File: src/logic/pwc_pkg.sv
// Package with constants, states and register layout of the power on/off controller.
package pwc_pkg;

    // ------------------------------------------------------------
    // Controller states
    // ------------------------------------------------------------
    typedef enum logic [2:0] {
        PWC_SHUTDOWN = 3'h0,
        PWC_STANDBY  = 3'h1,
        PWC_RSRC_ON  = 3'h2,
        PWC_PU_SEQ   = 3'h3,
        PWC_PD_SEQ   = 3'h4,
        PWC_RST_ACT  = 3'h5,
        PWC_OFF_ACT  = 3'h6,
        PWC_SHIP     = 3'h7
    } pwc_state_e;

    // ------------------------------------------------------------
    // Soft power command codes and charger detail
    // ------------------------------------------------------------
    localparam logic [1:0] PWC_CMD_NONE = 2'h0;
    localparam logic [1:0] PWC_CMD_COLD = 2'h1;
    localparam logic [1:0] PWC_CMD_OFF  = 2'h2;
    localparam logic [1:0] PWC_CMD_SHIP = 2'h3;
    localparam logic [1:0] PWC_CHG_OK   = 2'h3;
    localparam logic [3:0] PWC_MUX_OFF  = 4'h0;

    // ------------------------------------------------------------
    // Pin synchroniser
    // ------------------------------------------------------------
    localparam int PWC_SYNC_W = 4;
    localparam logic [PWC_SYNC_W-1:0] PWC_SYNC_RST = 4'h1;
    localparam int PWC_NRES = 4;

    // ------------------------------------------------------------
    // Register map
    // ------------------------------------------------------------
    localparam logic [7:0] PWC_ADDR_CTRL   = 8'h00;
    localparam logic [7:0] PWC_ADDR_STATUS = 8'h04;
    localparam int PWC_CTRL_CMD_LSB  = 0;
    localparam int PWC_CTRL_BIAS     = 2;
    localparam int PWC_CTRL_WDSEL    = 3;
    localparam int PWC_CTRL_MUX_LSB  = 4;
    localparam int PWC_CTRL_FEN_LSB  = 8;
    localparam int PWC_CTRL_FDIS_LSB = 12;
    localparam int PWC_ST_STATE_LSB  = 0;
    localparam int PWC_ST_PU_DONE    = 3;
    localparam int PWC_ST_WAKE       = 4;
    localparam int PWC_ST_WD_RST     = 5;
    localparam int PWC_ST_WD_OFF     = 6;
    localparam int PWC_ST_MR         = 7;
    localparam logic [31:0] PWC_CTRL_RST = 32'h0000_0000;

endpackage

File: src/logic/pwc_sync.sv
// Three-stage pin synchroniser with agreement filter on the last two stages.
`timescale 1ns/1ps
`default_nettype none

module pwc_sync (
    // Clock and reset
    input  wire logic                           pclk,
    input  wire logic                           presetn,
    // Asynchronous pins in, filtered levels out
    input  wire logic [pwc_pkg::PWC_SYNC_W-1:0] pin_in,
    output logic      [pwc_pkg::PWC_SYNC_W-1:0] pin_out
);

    // ------------------------------------------------------------
    // Per-bit chain
    // ------------------------------------------------------------
    genvar i;
    generate
        for (i = 0; i < pwc_pkg::PWC_SYNC_W; i++) begin : g_bit
            logic s1;
            logic s2;
            logic s3;
            // The first stage feeds only the second; a level counts once stages two and three agree.
            always_ff @(posedge pclk or negedge presetn) begin
                if (!presetn) begin
                    s1         <= pwc_pkg::PWC_SYNC_RST[i];
                    s2         <= pwc_pkg::PWC_SYNC_RST[i];
                    s3         <= pwc_pkg::PWC_SYNC_RST[i];
                    pin_out[i] <= pwc_pkg::PWC_SYNC_RST[i];
                end else begin
                    s1 <= pin_in[i];
                    s2 <= s1;
                    s3 <= s2;
                    if (s2 == s3) begin
                        pin_out[i] <= s3;
                    end
                end
            end
        end
    endgenerate

endmodule

`default_nettype wire

File: src/logic/pwc_ctrl.sv
// Top-level power on/off state controller with APB register access.
//
// Notes on behaviour
// - Cold-reset command or watchdog expiry with select one enters reset actions.
// - Off command, watchdog off, lockouts or manual reset enter off actions.
// - Charger valid, enable asserted, or power-on reset leave low-power states.
// - Factory-ship command enters ship mode only while enable is not asserted.
// - Standby falls to shutdown without bias need, or on any down event.
// - Bias is needed when software requests it or wake conditions hold.
// - Any lockout takes resource-on straight back to standby.
// - Resource-on drops to standby without wake conditions or on down events before power-up.
// - Wake condition: monitor select, charger valid, forced resource, wake flag.
// - Sequencer power-up starts once, needs wake flag and not all resources forced off.
// - Sequencer power-up done returns to resource-on.
// - Sequencer power-down starts after power-up on force-off or down events.
// - Power-down path ends only when the sequencer reports completion.
// - Wake flags survive a reset-caused shutdown so the device powers again.
// - Wake flags set on enable edge, charger valid edge or cold-reset command.
// - A wake event reaches resource-on through standby.
// - Manual reset goes resource-on, power-down, standby, shutdown, off actions, then shutdown.
//
// Implementation choices: register access over APB and the address map.
`timescale 1ns/1ps
`default_nettype none

module pwc_ctrl (
    // Clock and reset
    input  wire logic        pclk,
    input  wire logic        presetn,
    // APB slave
    input  wire logic        psel,
    input  wire logic        penable,
    input  wire logic        pwrite,
    input  wire logic [7:0]  paddr,
    input  wire logic [31:0] pwdata,
    output logic      [31:0] prdata,
    output logic             pready,
    output logic             pslverr,
    // Pins and comparators
    input  wire logic        enable_input_n,
    input  wire logic        overtemp_lockout,
    input  wire logic        rail_undervoltage,
    input  wire logic        rail_overvoltage,
    // Same-clock event sources
    input  wire logic [1:0]  charger_input_detail,
    input  wire logic        wdog_expired,
    input  wire logic        manual_reset,
    input  wire logic        seq_pu_done,
    input  wire logic        seq_pd_done,
    input  wire logic        action_done,
    // Controller outputs
    output logic [2:0]       state_code,
    output logic             seq_pu_start,
    output logic             seq_pd_start,
    output logic             reset_act_start,
    output logic             off_act_start,
    output logic             main_bias_on,
    output logic             factory_ship_on
);

    // ------------------------------------------------------------
    // Declarations
    // ------------------------------------------------------------
    pwc_pkg::pwc_state_e state;
    pwc_pkg::pwc_state_e next_state;
    logic [pwc_pkg::PWC_SYNC_W-1:0] pins_s;
    logic [1:0] soft_power_command;
    logic       main_bias_request;
    logic       wdog_action_select;
    logic [3:0] analog_monitor_select;
    logic [pwc_pkg::PWC_NRES-1:0] force_en;
    logic [pwc_pkg::PWC_NRES-1:0] force_dis;
    logic wake_flag;
    logic pu_done;
    logic wdog_reset_flag;
    logic wdog_poweroff_flag;
    logic manual_reset_flag;
    logic wd_rst_pend;
    logic wd_off_pend;
    logic mr_pend;
    logic en_prev;
    logic chg_prev;
    logic en_on;
    logic chg_ok;
    logic lock;
    logic t6;
    logic t4;
    logic t0a;
    logic t0c;
    logic down_ev;
    logic all_dis;
    logic consume;
    logic wake_set;
    logic wr_ctrl;
    logic wr_stat;
    logic cold_wr;

    // ------------------------------------------------------------
    // Pin synchronisers
    // ------------------------------------------------------------
    pwc_sync u_sync (
        .pclk    (pclk),
        .presetn (presetn),
        .pin_in  ({rail_overvoltage, rail_undervoltage, overtemp_lockout, enable_input_n}),
        .pin_out (pins_s)
    );

    // ------------------------------------------------------------
    // Transition conditions
    // ------------------------------------------------------------
    // Every condition is a plain level on pclk so the state machine sees one snapshot.
    assign en_on   = ~pins_s[0];
    assign lock    = |pins_s[3:1];
    assign chg_ok  = (charger_input_detail == pwc_pkg::PWC_CHG_OK);
    assign all_dis = &force_dis;
    assign t6      = (analog_monitor_select != pwc_pkg::PWC_MUX_OFF) | chg_ok
                   | (|force_en) | wake_flag;
    assign t4      = main_bias_request | t6;
    assign down_ev = (soft_power_command != pwc_pkg::PWC_CMD_NONE)
                   | wd_rst_pend | wd_off_pend | mr_pend;
    assign t0a     = (soft_power_command == pwc_pkg::PWC_CMD_COLD) | wd_rst_pend;
    assign t0c     = (soft_power_command == pwc_pkg::PWC_CMD_OFF) | wd_off_pend
                   | lock | mr_pend;
    assign wr_ctrl = psel & penable & pwrite & pready & (paddr == pwc_pkg::PWC_ADDR_CTRL);
    assign wr_stat = psel & penable & pwrite & pready & (paddr == pwc_pkg::PWC_ADDR_STATUS);
    assign cold_wr = wr_ctrl & (pwdata[1:0] == pwc_pkg::PWC_CMD_COLD);
    assign wake_set = (en_on & ~en_prev) | (chg_ok & ~chg_prev) | cold_wr;

    // ------------------------------------------------------------
    // Next-state decode
    // ------------------------------------------------------------
    // Lockouts are checked first in shutdown, standby and resource-on so no command can mask them there.
    always_comb begin
        next_state = state;
        unique case (state)
            pwc_pkg::PWC_SHUTDOWN: begin
                if (t0c) begin
                    next_state = pwc_pkg::PWC_OFF_ACT;
                end else if (t0a) begin
                    next_state = pwc_pkg::PWC_RST_ACT;
                end else if ((soft_power_command == pwc_pkg::PWC_CMD_SHIP) && !en_on) begin
                    next_state = pwc_pkg::PWC_SHIP;
                end else if (t4) begin
                    next_state = pwc_pkg::PWC_STANDBY;
                end
            end
            pwc_pkg::PWC_STANDBY: begin
                if (lock) begin
                    next_state = pwc_pkg::PWC_OFF_ACT;
                end else if (!t4 || down_ev) begin
                    next_state = pwc_pkg::PWC_SHUTDOWN;
                end else if (t6) begin
                    next_state = pwc_pkg::PWC_RSRC_ON;
                end
            end
            pwc_pkg::PWC_RSRC_ON: begin
                if (lock) begin
                    next_state = pwc_pkg::PWC_STANDBY;
                end else if (pu_done && (all_dis || down_ev)) begin
                    next_state = pwc_pkg::PWC_PD_SEQ;
                end else if (!t6 || down_ev) begin
                    next_state = pwc_pkg::PWC_STANDBY;
                end else if (!pu_done && !all_dis && wake_flag) begin
                    next_state = pwc_pkg::PWC_PU_SEQ;
                end
            end
            pwc_pkg::PWC_PU_SEQ: begin
                if (seq_pu_done) begin
                    next_state = pwc_pkg::PWC_RSRC_ON;
                end
            end
            pwc_pkg::PWC_PD_SEQ: begin
                if (seq_pd_done) begin
                    next_state = pwc_pkg::PWC_STANDBY;
                end
            end
            pwc_pkg::PWC_RST_ACT, pwc_pkg::PWC_OFF_ACT: begin
                if (action_done) begin
                    next_state = pwc_pkg::PWC_SHUTDOWN;
                end
            end
            pwc_pkg::PWC_SHIP: begin
                if ((chg_ok && !chg_prev) || en_on) begin
                    next_state = pwc_pkg::PWC_SHUTDOWN;
                end
            end
        endcase
    end

    // A command leaves shutdown once acted on; a refused ship request is dropped too.
    assign consume = (state == pwc_pkg::PWC_SHUTDOWN)
                   && ((next_state != pwc_pkg::PWC_SHUTDOWN)
                   || ((soft_power_command == pwc_pkg::PWC_CMD_SHIP) && en_on));

    // ------------------------------------------------------------
    // State register and registered outputs
    // ------------------------------------------------------------
    // Power-on reset lands in shutdown, which is the battery re-apply exit.
    always_ff @(posedge pclk or negedge presetn) begin
        if (!presetn) begin
            state           <= pwc_pkg::PWC_SHUTDOWN;
            state_code      <= 3'h0;
            seq_pu_start    <= 1'b0;
            seq_pd_start    <= 1'b0;
            reset_act_start <= 1'b0;
            off_act_start   <= 1'b0;
            main_bias_on    <= 1'b0;
            factory_ship_on <= 1'b0;
        end else begin
            state           <= next_state;
            state_code      <= next_state;
            seq_pu_start    <= (next_state == pwc_pkg::PWC_PU_SEQ);
            seq_pd_start    <= (next_state == pwc_pkg::PWC_PD_SEQ);
            reset_act_start <= (next_state == pwc_pkg::PWC_RST_ACT);
            off_act_start   <= (next_state == pwc_pkg::PWC_OFF_ACT);
            main_bias_on    <= (next_state != pwc_pkg::PWC_SHUTDOWN)
                            && (next_state != pwc_pkg::PWC_SHIP);
            factory_ship_on <= (next_state == pwc_pkg::PWC_SHIP);
        end
    end

    // ------------------------------------------------------------
    // Edge history, power-up memory and wake flag
    // ------------------------------------------------------------
    // The wake flag is not cleared by reset actions; only a finished power-up clears it.
    // Shutdown forgets the power-up, as every resource is off there and must sequence again.
    always_ff @(posedge pclk or negedge presetn) begin
        if (!presetn) begin
            en_prev   <= 1'b0;
            chg_prev  <= 1'b0;
            pu_done   <= 1'b0;
            wake_flag <= 1'b0;
        end else begin
            en_prev  <= en_on;
            chg_prev <= chg_ok;
            if (state == pwc_pkg::PWC_PU_SEQ && seq_pu_done) begin
                pu_done <= 1'b1;
            end else if ((state == pwc_pkg::PWC_PD_SEQ && seq_pd_done)
                         || state == pwc_pkg::PWC_SHUTDOWN) begin
                pu_done <= 1'b0;
            end
            if (wake_set) begin
                wake_flag <= 1'b1;
            end else if (state == pwc_pkg::PWC_PU_SEQ && seq_pu_done) begin
                wake_flag <= 1'b0;
            end
        end
    end

    // ------------------------------------------------------------
    // Event cause flags and pending events
    // ------------------------------------------------------------
    // Flags are write-one-to-clear; a new event in the clearing cycle wins.
    always_ff @(posedge pclk or negedge presetn) begin
        if (!presetn) begin
            wdog_reset_flag    <= 1'b0;
            wdog_poweroff_flag <= 1'b0;
            manual_reset_flag  <= 1'b0;
            wd_rst_pend        <= 1'b0;
            wd_off_pend        <= 1'b0;
            mr_pend            <= 1'b0;
        end else begin
            if (wdog_expired && wdog_action_select) begin
                wdog_reset_flag <= 1'b1;
            end else if (wr_stat && pwdata[pwc_pkg::PWC_ST_WD_RST]) begin
                wdog_reset_flag <= 1'b0;
            end
            if (wdog_expired && !wdog_action_select) begin
                wdog_poweroff_flag <= 1'b1;
            end else if (wr_stat && pwdata[pwc_pkg::PWC_ST_WD_OFF]) begin
                wdog_poweroff_flag <= 1'b0;
            end
            if (manual_reset) begin
                manual_reset_flag <= 1'b1;
            end else if (wr_stat && pwdata[pwc_pkg::PWC_ST_MR]) begin
                manual_reset_flag <= 1'b0;
            end
            if (wdog_expired && wdog_action_select) begin
                wd_rst_pend <= 1'b1;
            end else if (consume) begin
                wd_rst_pend <= 1'b0;
            end
            if (wdog_expired && !wdog_action_select) begin
                wd_off_pend <= 1'b1;
            end else if (consume) begin
                wd_off_pend <= 1'b0;
            end
            if (manual_reset) begin
                mr_pend <= 1'b1;
            end else if (consume) begin
                mr_pend <= 1'b0;
            end
        end
    end

    // ------------------------------------------------------------
    // Control register
    // ------------------------------------------------------------
    // A software write to the command field beats the hardware clear.
    always_ff @(posedge pclk or negedge presetn) begin
        if (!presetn) begin
            soft_power_command    <= pwc_pkg::PWC_CTRL_RST[1:0];
            main_bias_request     <= pwc_pkg::PWC_CTRL_RST[pwc_pkg::PWC_CTRL_BIAS];
            wdog_action_select    <= pwc_pkg::PWC_CTRL_RST[pwc_pkg::PWC_CTRL_WDSEL];
            analog_monitor_select <= pwc_pkg::PWC_CTRL_RST[7:4];
            force_en              <= pwc_pkg::PWC_CTRL_RST[11:8];
            force_dis             <= pwc_pkg::PWC_CTRL_RST[15:12];
        end else if (wr_ctrl) begin
            soft_power_command    <= pwdata[pwc_pkg::PWC_CTRL_CMD_LSB +: 2];
            main_bias_request     <= pwdata[pwc_pkg::PWC_CTRL_BIAS];
            wdog_action_select    <= pwdata[pwc_pkg::PWC_CTRL_WDSEL];
            analog_monitor_select <= pwdata[pwc_pkg::PWC_CTRL_MUX_LSB +: 4];
            force_en              <= pwdata[pwc_pkg::PWC_CTRL_FEN_LSB +: pwc_pkg::PWC_NRES];
            force_dis             <= pwdata[pwc_pkg::PWC_CTRL_FDIS_LSB +: pwc_pkg::PWC_NRES];
        end else if (consume) begin
            soft_power_command <= pwc_pkg::PWC_CMD_NONE;
        end
    end

    // ------------------------------------------------------------
    // APB answer
    // ------------------------------------------------------------
    // One wait state keeps pready and prdata straight from flip-flops.
    always_ff @(posedge pclk or negedge presetn) begin
        if (!presetn) begin
            pready  <= 1'b0;
            pslverr <= 1'b0;
            prdata  <= 32'h0000_0000;
        end else begin
            pready  <= psel & penable & ~pready;
            pslverr <= 1'b0;
            if (psel && penable && !pready) begin
                prdata <= 32'h0000_0000;
                if (paddr == pwc_pkg::PWC_ADDR_CTRL) begin
                    prdata[15:0] <= {force_dis, force_en, analog_monitor_select,
                                     wdog_action_select, main_bias_request,
                                     soft_power_command};
                end else if (paddr == pwc_pkg::PWC_ADDR_STATUS) begin
                    prdata[7:0] <= {manual_reset_flag, wdog_poweroff_flag,
                                    wdog_reset_flag, wake_flag, pu_done, state};
                end else begin
                    pslverr <= 1'b1;
                end
            end
        end
    end

    // ------------------------------------------------------------
    // Checks
    // ------------------------------------------------------------
    chk_ship_entry: assert property (@(posedge pclk) disable iff (!presetn)
        state == pwc_pkg::PWC_SHIP && $past(state) != pwc_pkg::PWC_SHIP |->
        $past(soft_power_command) == pwc_pkg::PWC_CMD_SHIP && !$past(en_on))
        else $error("ship mode entered without its command");
    chk_cold_reset: assert property (@(posedge pclk) disable iff (!presetn)
        state == pwc_pkg::PWC_SHUTDOWN && soft_power_command == pwc_pkg::PWC_CMD_COLD
        && !t0c |=> state == pwc_pkg::PWC_RST_ACT ##0 reset_act_start)
        else $error("cold reset not taken");
    chk_lock_first: assert property (@(posedge pclk) disable iff (!presetn)
        state == pwc_pkg::PWC_RSRC_ON && lock |=> state == pwc_pkg::PWC_STANDBY)
        else $error("lockout did not leave resource-on");
    chk_pu_done: assert property (@(posedge pclk) disable iff (!presetn)
        state == pwc_pkg::PWC_PU_SEQ && seq_pu_done |=>
        state == pwc_pkg::PWC_RSRC_ON && pu_done && !seq_pu_start)
        else $error("power-up completion not followed");
    chk_pd_hold: assert property (@(posedge pclk) disable iff (!presetn)
        state == pwc_pkg::PWC_PD_SEQ && !seq_pd_done |=> state == pwc_pkg::PWC_PD_SEQ)
        else $error("power-down left early");
    chk_act_done: assert property (@(posedge pclk) disable iff (!presetn)
        (state == pwc_pkg::PWC_RST_ACT || state == pwc_pkg::PWC_OFF_ACT) ##1
        state == pwc_pkg::PWC_SHUTDOWN |-> $past(action_done))
        else $error("action left without done");
    chk_wake_set: assert property (@(posedge pclk) disable iff (!presetn)
        cold_wr |=> wake_flag)
        else $error("cold reset did not set wake flag");
    chk_pu_start: assert property (@(posedge pclk) disable iff (!presetn)
        $rose(seq_pu_start) |-> !$past(pu_done) && $past(wake_flag) && !$past(all_dis))
        else $error("power-up started without cause");
    chk_standby_down: assert property (@(posedge pclk) disable iff (!presetn)
        state == pwc_pkg::PWC_STANDBY && !lock && !t4 |=> state == pwc_pkg::PWC_SHUTDOWN)
        else $error("standby did not fall to shutdown");

endmodule

`default_nettype wire

File: config.mk
export PLATFORM = sky130hd
export DESIGN_NAME = pwc_ctrl
export DESIGN_NICKNAME = d
export VERILOG_FILES = /design/src/logic/pwc_pkg.sv /design/src/logic/pwc_sync.sv /design/src/logic/pwc_ctrl.sv
export SDC_FILE = /design/constraint.sdc
export NUM_CORES = 1
export LEC_CHECK = 0
export ABC_AREA = 1
export BUFFER_PORTS_ARGS = -buffer_cell sky130_fd_sc_hd__buf_2
export CAP_MARGIN = 5
export CORE_MARGIN = 2
export CORE_UTILIZATION = 39
export DETAILED_ROUTE_END_ITERATION = 8
export MAX_ROUTING_LAYER = met4
export SYNTH_ARGS = -nofsm -noshare
export SYNTH_HDL_FRONTEND = slang
export SYNTH_HIERARCHICAL = 1
export SYNTH_SLANG_ARGS = --single-unit
File: constraint.sdc
create_clock -name pclk -period 2.85 [get_ports pclk]
set_input_delay 0.4275 -clock pclk [delete_from_list [all_inputs] [get_ports pclk]]
set_output_delay 0.4275 -clock pclk [all_outputs]
set_load 0.03 [all_outputs]
==> key figures <==
Outcome
  – Outcome: finished clean

Pwr
  – VDD IR max: 0.000259 V
  – Leak: between 2 and 2.5 nW
  – Power Dens Cells: 793 mW/mm2
  – Total power: roughly 3 mW

Synthesis
  – Area leader, netlist: dfrtp_1
  – Syn avg cell area: 8.36 um2
  – EDFF count, synth: 0
  – Cells after synthesis: about 380
  – Yosys top cell area share: 0.518
  – Register area share after synthesis: 0.551
  – Ys async rst share: 1.00
  – Top cells by area, synth: dfrtp_1, nand2_1, nor2_1, nand3_1, buf_4
  – Top-count cell post-synth: nand2_1
  – Yosys cell types: 27
  – Prevailing post-synth register cell: dfrtp_1
  – Syn Std Cell Area: 0.00314 mm2
  – Synth Register Bits: between 60 and 70
  – Synth warn: 6
  – Leading cell types by count after synthesis: nand2_1, dfrtp_1, nor2_1, inv_1, nand3_1

Critical path
  – Worst Path Required: ~3100 ps
  – R2r worst-path depth: 11
  – Worst setup EP type: flip-flop
  – R2r startpoint: u_sync/pin_out[2]
  – Worst reg2reg endpoint: soft_power_command[0]
  – Worst EP arrival: between 2000 and 2500 ps
  – Register-to-Register Setup Slack: 990 ps
  – Critical-path maximum fanout: 6
  – Crit start category: flip-flop
  – Worst setup path class: reg -> reg

Clocking
  – Clock Root Buffer: clkbuf_8
  – Post_cts resized: 0
  – CTS tree: done
  – Clock slew at reported path FFs: 70 ps
  – CTS Buf Count: 9
  – Sink Count: approximately 70
  – Setup Buffers After CTS: 0
  – Hold_buf cts: 0
  – Clock Path Buffers: 2
  – Worst-Skew Late Latency: 350 ps
  – CTS H-Tree Depth: 3

Placement
  – Dpl hpwl: roughly 5 mm
  – RD Place Congestion: 0.807
  – Placed cells: 540
  – Dpl cell area: around 0.0035 mm2
  – Port Buf Inserts: 66

Final layout
  – Area added between synthesis and finish: 19.7%
  – Share of cells above drive strength 1: 0.242
  – # diodes: 0
  – Post-route insts no fill: 556
  – Final Cell Area: approximately 0.0038 mm2
  – Nets: 505

Hold path
  – Worst Hold Path EP: u_sync/g_bit[0].s1
  – Hold Crit Start: enable_input_n
  – Hold Crit Class: in -> reg
  – Hold depth: 1

STA
  – Final setup viols: 0
  – RSZ-0062 raised after global routing: no
  – Tmin final: between 1500 and 2000 ps
  – Slew headroom: 0.429
  – Pins over their slew limit: 0
  – Clock skew: 10.2 ps
  – Fmax: between 500 and 600 MHz
  – Endpoints failing hold: 0
  – Fin crit share: 0.653
  – Sum Neg Setup Slack: 0 ps
  – Actual slew at the worst max-slew pin: 856 ps

Drt
  – Vias per cell: 4.61
  – Via Count: ~2,600
  – Antenna Violating Nets Remaining: 0
  – DRC Markers: 0
  – Initial DRC Count: 136
  – WL final: 7.10 mm
  – Wirelength per Cell: around 13 um
  – TritonRoute pass-1 iters: 4

Global route
  – GRT Resource Usage Total: 0.181
  – Gr ovfl total: 0
  – First-pass GRT wire length: 11.8 mm
  – Vias in the first global route: around 2,400
  – Largest net degree at the start of global routing: 70
  – Initial antenna violation count: 0

Die
  – Row count: 32
  – Initial core utilization: 0.404
  – Die Wd: 93.8 um
  – # IOs: slightly below 100
  – Die area: 0.00879 mm2
  – Core region area: roughly 0.0078 mm2
  – Die Y: ~94 um

Flow run
  – Max-cap violations: 0
routing by layer:
| layer | track usage | routed length (um) | vias up |
|---|---|---|---|
| li1 | - | - | 1283 |
| met1 | 0.239 | 3390 | 1183 |
| met2 | 0.270 | 3270 | 89 |
| met3 | 0.0490 | 382 | 8 |
| met4 | 0.0592 | 57 | 0 |
| met5 | - | 0 | - |
worst max-delay path by stage:
stage	slack [ps]	cells past startpoint	endpoint	from
after floorplan	1150	12	soft_power_command[0]	state[0]
after global placement	890	8	wake_flag	paddr[1]
after detailed placement	830	8	wake_flag	paddr[5]
after CTS	980	11	soft_power_command[0]	u_sync/pin_out[2]
after global routing	770	13	soft_power_command[1]	state[0]
final	990	11	soft_power_command[0]	u_sync/pin_out[2]
final cells by class:
type                            instances  area [um2]
Tap cell                              102         128
Timing Repair Buffer                   69         353
Inverter                               41         154
Multi-Input combinational cell        259        1160
Sequential cell                        69        1730
Clock buffer                           11         151
Fill cell                             806        4010
Clock inverter                          5        81.3
logic make-up after synthesis:
kind of cell | after synthesis | synth area share
buffers and inverters | 63 | 0.0968
AND/OR/NAND/NOR | 207 | 0.289
other | 1 | 0.00119
AO/OA/AOI/OAI | 36 | 0.0617
flip-flops | 69 | 0.551
layout by cell type, fill, tap and decap left out, drive strengths merged, types with 2 or more instances in the layout:
master	Yosys	final
a21oi	25	25
buf	20	69
bufinv	0	2
clkbuf	2	11
clkinv	2	3
conb	1	16
dfrtp	65	65
dfstp	4	4
inv	39	40
nand2	115	115
nand3	30	30
nor2	52	52
nor3	6	6
o21ai	10	10
power breakdown:
group          switching, mW  internal [mW]  total [mW]
sequential             0.111           1.10        1.21
clock                  0.381          0.542       0.923
combinational          0.599          0.251       0.850
total                   1.09           1.89        2.98
state kept, by name (all words and copies together) (netlist names), 2 cells and up:
name and flops:
prdata 16, analog_monitor_select 4, force_dis 4, force_en 4, u_sync/g_bit.s1 4, u_sync/g_bit.s2 4
u_sync/g_bit.s3 4, u_sync/pin_out 4, state 3, soft_power_command 2
worst max-delay path, cell delays in order, from the launching register on:
cell and delay (ps):
dfrtp_1 400, nor2_1 110, nand2_1 170, nor2_1 200, nand3_1 110, nand2_1 90
nand3_2 80, a21oi_4 230, nand4_2 130, nand2_2 130, nand3_1 80, nand2_1 60
metrics by stage:
step | setup slack [ps] | hold WS (ps) | util
detailed placement | 834 | 339 | 0.454
floorplan | 1150 | 132 | -
global placement | 890 | 335 | 0.454
finish | 990 | 174 | 0.484
CTS | 980 | 162 | 0.484
global route | 773 | 152 | 0.484
(Power assumes the default switching activity.)
